$ cat config.mk
export PLATFORM = sky130hd
export DESIGN_NAME = acp_port
export DESIGN_NICKNAME = d
export VERILOG_FILES = /design/src/verilog/acp_pkg.sv /design/src/verilog/acp_port.sv
export VERILOG_INCLUDE_DIRS = /design/src /design/src/verilog
export SDC_FILE = /design/constraint.sdc
export NUM_CORES = 1
export LEC_CHECK = 0
export CORE_MARGIN = 2
export CORE_UTILIZATION = 39
export DETAILED_ROUTE_END_ITERATION = 12
export DONT_BUFFER_PORTS = 1
export PLACE_DENSITY = 0.63
export SLEW_MARGIN = 20
export SYNTH_ARGS = -nofsm -noshare
export SYNTH_HDL_FRONTEND = slang
export SYNTH_SLANG_ARGS = --single-unit
$ cat constraint.sdc
create_clock -name clk -period 3.2 [get_ports clk]
set_input_delay 0.32 -clock clk [delete_from_list [all_inputs] [get_ports clk]]
set_output_delay 0.32 -clock clk [all_outputs]
set_load 0.02 [all_outputs]
$ cat src/verilog/acp_consts.svh
// Offsets, field positions and counts of the cell port error and status block.
// Assumes inclusion by bare name from the package and the design file.
`ifndef ACP_CONSTS_SVH
`define ACP_CONSTS_SVH
// Register byte offsets on the APB port
`define ACP_ADDR_W 8
`define ACP_OFF_CTRL 8'h00
`define ACP_OFF_CDET 8'h04
`define ACP_OFF_PEND 8'h08
`define ACP_OFF_ENAB 8'h0C
`define ACP_OFF_TXQ 8'h10
`define ACP_OFF_RXQ 8'h14
// Control register fields
`define ACP_CTRL_RXEN 0
`define ACP_CTRL_TXEN 1
`define ACP_CTRL_BYTE_ORDER_SEL 2
`define ACP_CTRL_MASK 32'h0000_0007
// Clock detect fields
`define ACP_CDET_TX_LSB 16
`define ACP_CDET_RX_LSB 0
`define ACP_CDET_MASK 32'h00FF_00FF
// Error pending and enable bit positions
`define ACP_TX_PRES 18
`define ACP_TX_FAIL 17
`define ACP_TX_STALL 16
`define ACP_RX_PRES 2
`define ACP_RX_FAIL 1
`define ACP_RX_STALL 0
`define ACP_ERR_MASK 32'h0007_0007
`define ACP_W1C_MASK 32'h0006_0006
// Cell length in 8-bit mode, as index of its last byte
`define ACP_CELL_LAST 6'h34
`define ACP_LANE_LAST 2'h3
`define ACP_CNT_MAX 8'hFF
`endif

$ cat src/verilog/acp_pkg.sv
// Types of the cell port error and status block.
// Assumes the constants header sits beside it.
`include "acp_consts.svh"
package acp_pkg;
  // Whole state of the port
  typedef struct packed {
    logic [31:0] ctrl;
    logic [31:0] cdet;
    logic [31:0] pend;
    logic [31:0] enab;
    logic [31:0] prdata;
    logic ready;
    logic slverr;
    logic [2:0] rclk_s;
    logic [1:0] rsoc_s;
    logic [15:0] rdat_s;
    logic [7:0] rcnt;
    logic [5:0] rbytes;
    logic [1:0] rlane;
    logic [31:0] rasm;
    logic [31:0] rword;
    logic rvalid;
    logic [2:0] xclk_s;
    logic [7:0] xcnt;
    logic [5:0] xbytes;
    logic [1:0] xlane;
    logic [31:0] xword;
    logic xvalid;
    logic [7:0] xdat;
    logic xsoc;
    logic xbv;
  } acp_state_t;
endpackage : acp_pkg

$ cat src/verilog/acp_port.sv
// Error and status logic of an 8-bit cell port slave, with APB registers.
// Assumes link clocks from the external master, far slower than clk.
// Notes on behaviour
// - Early start marker restarts the receive cell
// - Software cannot force transmit start marker
// - Lost link clock resets that direction
// - Transmit clock failed only while transmit enabled
// - Receive clock failed only while receive enabled
// - Clock present set on any rising edge
// - Interrupt when pending and enable both set
// - Write to full transmit queue stalls
// - Transmit stall clears itself when room
// - Read from empty receive queue stalls; the code stalls only while receive is enabled, else it answers zero at once
// - Receive stall clears when read completes
// - One clears clock bits, stalls ignore writes
// - Enable bits mirror the pending positions
// - Pack link bytes into queue words
// - Little endian by default, swap when selected
// - Zero count disables clock loss detection
// - Everything runs on the peripheral clock
//
// Our own choices: register access over APB and the placing of the registers.
`timescale 1ns/1ns
`default_nettype none
`include "acp_consts.svh"
module acp_port
  import acp_pkg::*;
(
  // Clock and reset
  input wire logic clk,
  input wire logic rst,
  // APB slave
  input wire logic psel,
  input wire logic penable,
  input wire logic pwrite,
  input wire logic [`ACP_ADDR_W-1:0] paddr,
  input wire logic [31:0] pwdata,
  output logic [31:0] prdata,
  output logic pready,
  output logic pslverr,
  // Receive link
  input wire logic rx_link_clock,
  input wire logic rx_soc,
  input wire logic [7:0] rx_data,
  // Transmit link
  input wire logic tx_link_clock,
  output logic tx_soc,
  output logic [7:0] tx_data,
  output logic tx_byte_valid,
  // Interrupt
  output logic shared_cpu_irq
);

  acp_state_t st_q;
  acp_state_t st_d;

  // Byte order swap of a queue word
  function automatic logic [31:0] acp_swap(input logic [31:0] w);
    acp_swap = {w[7:0], w[15:8], w[23:16], w[31:24]};
  endfunction : acp_swap

  // Decode and live conditions
  logic setup;
  logic access;
  logic done;
  logic hit_txq;
  logic hit_rxq;
  logic mapped;
  logic rx_en;
  logic tx_en;
  logic byte_order_sel;
  logic rx_edge;
  logic tx_edge;
  logic tx_stall;
  logic rx_stall;
  logic [31:0] pend_view;
  logic [7:0] rx_limit;
  logic [7:0] tx_limit;

  assign setup = psel && !penable;
  assign access = psel && penable;
  assign done = access && pready;
  assign hit_txq = paddr == `ACP_OFF_TXQ;
  assign hit_rxq = paddr == `ACP_OFF_RXQ;
  assign mapped = (paddr == `ACP_OFF_CTRL) || (paddr == `ACP_OFF_CDET) ||
                  (paddr == `ACP_OFF_PEND) || (paddr == `ACP_OFF_ENAB) ||
                  hit_txq || hit_rxq;
  assign rx_en = st_q.ctrl[`ACP_CTRL_RXEN];
  assign tx_en = st_q.ctrl[`ACP_CTRL_TXEN];
  assign byte_order_sel = st_q.ctrl[`ACP_CTRL_BYTE_ORDER_SEL];
  // Edge seen only between second and third stage
  assign rx_edge = st_q.rclk_s[1] && !st_q.rclk_s[2];
  assign tx_edge = st_q.xclk_s[1] && !st_q.xclk_s[2];
  // Stall flags follow the held access
  assign tx_stall = access && !st_q.ready && pwrite && hit_txq;
  assign rx_stall = access && !st_q.ready && !pwrite && hit_rxq;
  assign pend_view = st_q.pend |
                     ({31'h0, rx_stall} << `ACP_RX_STALL) |
                     ({31'h0, tx_stall} << `ACP_TX_STALL);
  assign rx_limit = st_q.cdet[`ACP_CDET_RX_LSB +: 8];
  assign tx_limit = st_q.cdet[`ACP_CDET_TX_LSB +: 8];

  // Outputs
  assign prdata = st_q.prdata;
  assign pready = access && st_q.ready;
  assign pslverr = access && st_q.ready && st_q.slverr;
  assign tx_soc = st_q.xsoc;
  assign tx_data = st_q.xdat;
  assign tx_byte_valid = st_q.xbv;
  assign shared_cpu_irq = |(pend_view & st_q.enab);

  // Next state of the whole block
  always_comb begin
    logic [31:0] rd;
    logic [31:0] asm_v;
    logic [1:0] lane_v;
    logic [5:0] bytes_v;
    logic rx_fail;
    logic tx_fail;
    logic [31:0] hw_set;
    rd = 32'h0;
    asm_v = 32'h0;
    lane_v = 2'h0;
    bytes_v = 6'h0;
    hw_set = 32'h0;
    st_d = st_q;
    // Two-stage synchronisers plus an edge stage
    st_d.rclk_s = {st_q.rclk_s[1:0], rx_link_clock};
    st_d.xclk_s = {st_q.xclk_s[1:0], tx_link_clock};
    st_d.rsoc_s = {st_q.rsoc_s[0], rx_soc};
    st_d.rdat_s = {st_q.rdat_s[7:0], rx_data};

    // Clock loss watchdogs, off when the count is zero
    st_d.rcnt = rx_edge ? 8'h0 :
                (st_q.rcnt == `ACP_CNT_MAX) ? st_q.rcnt : st_q.rcnt + 8'h1;
    st_d.xcnt = tx_edge ? 8'h0 :
                (st_q.xcnt == `ACP_CNT_MAX) ? st_q.xcnt : st_q.xcnt + 8'h1;
    rx_fail = (rx_limit != 8'h0) && (st_d.rcnt == rx_limit);
    tx_fail = (tx_limit != 8'h0) && (st_d.xcnt == tx_limit);
    if (rx_fail) begin
      st_d.rcnt = 8'h0;
    end
    if (tx_fail) begin
      st_d.xcnt = 8'h0;
    end

    // Hardware set events
    hw_set[`ACP_RX_PRES] = rx_edge;
    hw_set[`ACP_TX_PRES] = tx_edge;
    hw_set[`ACP_RX_FAIL] = rx_fail && rx_en;
    hw_set[`ACP_TX_FAIL] = tx_fail && tx_en;

    // Receive packing of link bytes into words
    if (rx_en && rx_edge) begin
      lane_v = st_q.rsoc_s[1] ? 2'h0 : st_q.rlane;
      bytes_v = st_q.rsoc_s[1] ? 6'h0 : st_q.rbytes;
      asm_v = st_q.rsoc_s[1] ? 32'h0 : st_q.rasm;
      asm_v[{lane_v, 3'h0} +: 8] = st_q.rdat_s[15:8];
      if (lane_v == `ACP_LANE_LAST || bytes_v == `ACP_CELL_LAST) begin
        st_d.rword = asm_v;
        st_d.rvalid = 1'b1;
        st_d.rlane = 2'h0;
        st_d.rasm = 32'h0;
      end else begin
        st_d.rlane = lane_v + 2'h1;
        st_d.rasm = asm_v;
      end
      st_d.rbytes = (bytes_v == `ACP_CELL_LAST) ? 6'h0 : bytes_v + 6'h1;
    end

    // Transmit unpacking, start marker only at cell byte zero
    if (tx_en && tx_edge) begin
      st_d.xbv = st_q.xvalid;
      st_d.xsoc = st_q.xvalid && (st_q.xbytes == 6'h0);
      if (st_q.xvalid) begin
        st_d.xdat = st_q.xword[{st_q.xlane, 3'h0} +: 8];
        if (st_q.xlane == `ACP_LANE_LAST || st_q.xbytes == `ACP_CELL_LAST) begin
          st_d.xvalid = 1'b0;
          st_d.xlane = 2'h0;
        end else begin
          st_d.xlane = st_q.xlane + 2'h1;
        end
        st_d.xbytes = (st_q.xbytes == `ACP_CELL_LAST) ? 6'h0 : st_q.xbytes + 6'h1;
      end
    end

    // Read mux for the setup cycle
    unique case (paddr)
      `ACP_OFF_CTRL: rd = st_q.ctrl;
      `ACP_OFF_CDET: rd = st_q.cdet;
      `ACP_OFF_PEND: rd = pend_view;
      `ACP_OFF_ENAB: rd = st_q.enab;
      `ACP_OFF_RXQ: rd = (rx_en && st_q.rvalid) ?
                         (byte_order_sel ? acp_swap(st_q.rword) : st_q.rword) : 32'h0;
      default: rd = 32'h0;
    endcase

    // APB answer: ready unless the queue must hold the access
    if (setup) begin
      st_d.prdata = pwrite ? 32'h0 : rd;
      st_d.slverr = !mapped;
      st_d.ready = !((pwrite && hit_txq && tx_en && st_q.xvalid) ||
                     (!pwrite && hit_rxq && rx_en && !st_q.rvalid));
    end else if (tx_stall && (!st_q.xvalid || !tx_en)) begin
      st_d.ready = 1'b1;
    end else if (rx_stall && (st_q.rvalid || !rx_en)) begin
      st_d.prdata = rd;
      st_d.ready = 1'b1;
    end else if (done) begin
      st_d.ready = 1'b0;
    end

    // Register writes and queue pops at the completing edge
    st_d.pend = st_q.pend;
    if (done && pwrite) begin
      unique case (paddr)
        `ACP_OFF_CTRL: st_d.ctrl = pwdata & `ACP_CTRL_MASK;
        `ACP_OFF_CDET: st_d.cdet = pwdata & `ACP_CDET_MASK;
        `ACP_OFF_PEND: st_d.pend = st_q.pend & ~(pwdata & `ACP_W1C_MASK);
        `ACP_OFF_ENAB: st_d.enab = pwdata & `ACP_ERR_MASK;
        `ACP_OFF_TXQ: begin
          if (tx_en && !st_q.xvalid) begin
            st_d.xword = byte_order_sel ? acp_swap(pwdata) : pwdata;
            st_d.xvalid = 1'b1;
          end
        end
        default: st_d.pend = st_d.pend;
      endcase
    end
    if (done && !pwrite && hit_rxq && !(rx_en && rx_edge && st_d.rword != st_q.rword)) begin
      st_d.rvalid = 1'b0;
    end
    // Set wins over a simultaneous clear
    st_d.pend = (st_d.pend | hw_set) & `ACP_W1C_MASK;

    // Failure or disable returns that direction to reset
    if (hw_set[`ACP_RX_FAIL]) begin
      st_d.ctrl[`ACP_CTRL_RXEN] = 1'b0;
    end
    if (hw_set[`ACP_TX_FAIL]) begin
      st_d.ctrl[`ACP_CTRL_TXEN] = 1'b0;
    end
    if (!st_d.ctrl[`ACP_CTRL_RXEN]) begin
      st_d.rbytes = 6'h0;
      st_d.rlane = 2'h0;
      st_d.rasm = 32'h0;
      st_d.rvalid = 1'b0;
    end
    if (!st_d.ctrl[`ACP_CTRL_TXEN]) begin
      st_d.xbytes = 6'h0;
      st_d.xlane = 2'h0;
      st_d.xvalid = 1'b0;
      st_d.xsoc = 1'b0;
      st_d.xbv = 1'b0;
      st_d.xdat = 8'h0;
    end
  end

  // Single clocked process on the peripheral clock
  always_ff @(posedge clk) begin
    if (rst) begin
      st_q <= '0;
    end else begin
      st_q <= st_d;
    end
  end
endmodule : acp_port
`default_nettype wire
==> qor.yml <==
avgViaCountPerCell: 5.71
coreArea_sq_um: 28700
synth_edf_count: 0
die_h_microns: 175
instances_no_fill: 1704
yosys.area_share.adder_pct: 1.10
seq_area_sq_um: 4550
syn_nets: 1400
vdd_drop_max_v: 0.000342
routedWlPerCell_microns: 19.0
worstPathArrival_ns: 3.37
cts_max_path_buffers: 3
hold_depth: 2
r2r_end: "st_q[62]$_SDFFE_PP0P_"
period_needed_ns: 2.96
netlist_instances: 1334
final_cell_mix: "dfxtp_1, nor2_1, mux2i_1"
area_delta_synth_final_pct: 11.9
cts-root-buf: "clkbuf_16"
p_leak_uw: 0.00422
ys.flop_type: "dfxtp_1"
routed_wl_microns: 32400
cp_max_fo: 8
rsz0062_at_grt: "no"
yosysWarnings: 0
synth_top_family_by_area: "simple AND/OR/NAND/NOR gates"
antenna_cells: 0
final_hold_viol_count: 0
fp.dieArea_sq_um: 30600
antenna_found_initial: 0
pin_count: 101
clk_latency_ns: 0.55
io_buffers: 0
multi_input_area_sq_um: 6070
cts_tree: "yes"
r2r_start: "st_q[128]$_SDFFE_PP0P_"
route.detailed.drc: 0
first_iter_violations: 776
drv_cap: 0
vias: 9734
final.fill_count: 2800
cts_buffers: 26
fin_crit_sh_pct: 92.6
hold_path_end: "st_q[22]$_SDFFE_PP0P_"
place_inst: 1627
layout-drive-gt1-share_pct: 9.62
hold_path.class: "in -> reg"
required_ns: 3.61
muxShareOfSynthArea_pct: 10.2
powerDensity_nw_per_um2: 474
synthXorXnorAreaFrac_pct: 2.23
min-delay-start: "pwdata[11]"
synth_compound_area_share_pct: 18.1
grt_pass1_vias: 9140
holdWs_ns: 0.0110
synthSimpleGateAreaFrac_pct: 21.5
fin_area_sq_um: 12700
endpoint_kind: "register"
synth.distinct_cells: 71
syn_avg_cell_area_sq_um: 8.53
status: "finished clean"
grt_usage_pct: 20.8
finalSetupViolCount: 0
clock_skew_ns: 0.0242
gp_congestion: 0.833
tightest_slew_ns: 0.895
dpl.hpwl_microns: 22300
path_class: "reg -> reg"
drtAntennaViolNets: 0
numClockSinks: 227
final.setup.tns_ns: 0
synth-seq-cells: 227
synth.yosys.seq_area_share_pct: 39.9
grt_max_degree: 153
synth_async_sr_flop_share_pct: 0
ff2ff_path_depth: 11
grt_pass1_wl_microns: 51300
die_x_microns: 175
fin_nets: 1370
path_clk_slew_ns: 0.06
dr.pass1.iters: 7
fp-row-count: 62
report.final.slew_viol_count: 0
overflow: 0
placed_area_sq_um: 11500
ctsHtreeMaxLevel: 1
r2r_setup_slack_ns: 0.24
cp-start-kind: "register"
fmax_ghz: 0.337
final_common_cell: "dfxtp_1"
relSlewSlack_pct: 40.3
initial_core_util_pct: 39.6
synth_area_sq_um: 11400
-- power by group --
group,internal (uW),switching (uW)
logic,89.7,116
clock network,1760,1200
registers,2850,27.6
-- worst max-delay path, stage by stage (launching register included) --
cell and delay [ns]:
dfxtp_1 0.42, nor2b_1 0.28, inv_1 0.11, ha_1 0.21, nor3b_1 0.14, buf_4 0.16, a32o_1 0.29, xor2_1 0.15
nor4_1 0.47, o2111ai_1 0.22, o31ai_1 0.28, a21oi_1 0.09
-- cell type report --
cell class / instances / area share (%)
Clock buffer: 35 / 5.77
Clock inverter: 9 / 0.835
Inverter: 25 / 0.737
Multi-Input combinational cell: 947 / 47.7
Sequential cell: 227 / 35.7
Tap cell: 384 / 3.77
Timing Repair Buffer: 77 / 5.52
-- worst max path at each step --
stage	startpoint	end	slack, ns
final	st_q[128]$_SDFFE_PP0P_	st_q[62]$_SDFFE_PP0P_	0.24
after global placement	st_q[51]$_SDFF_PP0_	tx_soc$_SDFFE_PP0P_	0.26
after global routing	st_q[128]$_SDFFE_PP0P_	st_q[62]$_SDFFE_PP0P_	0.03
after CTS	st_q[51]$_SDFF_PP0_	tx_data[2]$_SDFFE_PP0P_	0.16
after floorplan	st_q[128]$_SDFFE_PP0P_	st_q[62]$_SDFFE_PP0P_	0.10
after detailed placement	st_q[51]$_SDFF_PP0_	tx_data[5]$_SDFFE_PP0P_	0.18
-- cell usage after synthesis, drive strengths merged, types with 6 or more instances --
cell     number  area, sq um
dfxtp       227         4540
o211ai        7         52.6
a32oi        13          114
a21oi        64          320
nand2        83          314
and4          6         52.6
buf          61          415
nor3         51          260
a22oi        44          330
mux4          9          203
mux2i        88          881
nor2b        35          219
inv          25         93.8
xnor2        13          114
mux2          7         78.8
nor2        217          815
a21o          6         45.0
a31o          9         78.8
o21ai        29          145
ha           10          125
a32o         11          110
clkbuf       74          278
o2111ai       6         52.6
nand2b        9         56.3
a31oi        12         75.1
and3         13         81.3
nand4        14         87.6
a211oi       52          403
nor4         18          113
nand3        19         95.1
or4           7         56.3
xor2         16          140
nor3b        13         97.6
o22ai         9         56.3
-- flip-flops by register name, indices dropped and copies added, names as in the netlist --
name / count
byte_order_sel: 1
prdata: 32
rx_en: 1
rx_limit: 8
st_d: 13
st_q: 162
tx_byte_valid: 1
tx_data: 8
tx_soc: 1
-- timing repair --
item                       in CTS  in global routing
hold endpoints to repair      152                  0
setup endpoints to repair       0                 35
buffers inserted                0                  0
hold buffers                   33                  0
gates resized for setup         0                  5
-- cells by family after synthesis --
group / Yosys count
simple gates: 509
compound gates: 295
flops: 227
buf+inv: 160
mux: 104
xor+xnor: 29
fa+ha+maj: 10
-- routing by layer --
| layer | global-route usage, % | up-vias | share of wire [%] |
|---|---|---|---|
| li1 | - | 4724 | - |
| met1 | 28.3 | 4631 | 45 |
| met2 | 33.9 | 329 | 46 |
| met3 | 3.59 | 50 | 6.3 |
| met4 | 6.01 | 0 | 2.7 |
| met5 | 0 | - | 0 |
-- stage by stage --
stage	util [%]	total power, uW	setup slack (ns)
CTS	44.3	6080	0.163
global route	44.4	6210	0.0264
finish	44.4	6040	0.236
global placement	40.2	3070	0.262
detailed placement	40.2	3070	0.183
floorplan	-	3060	0.102
(Power assumes the default switching activity.)
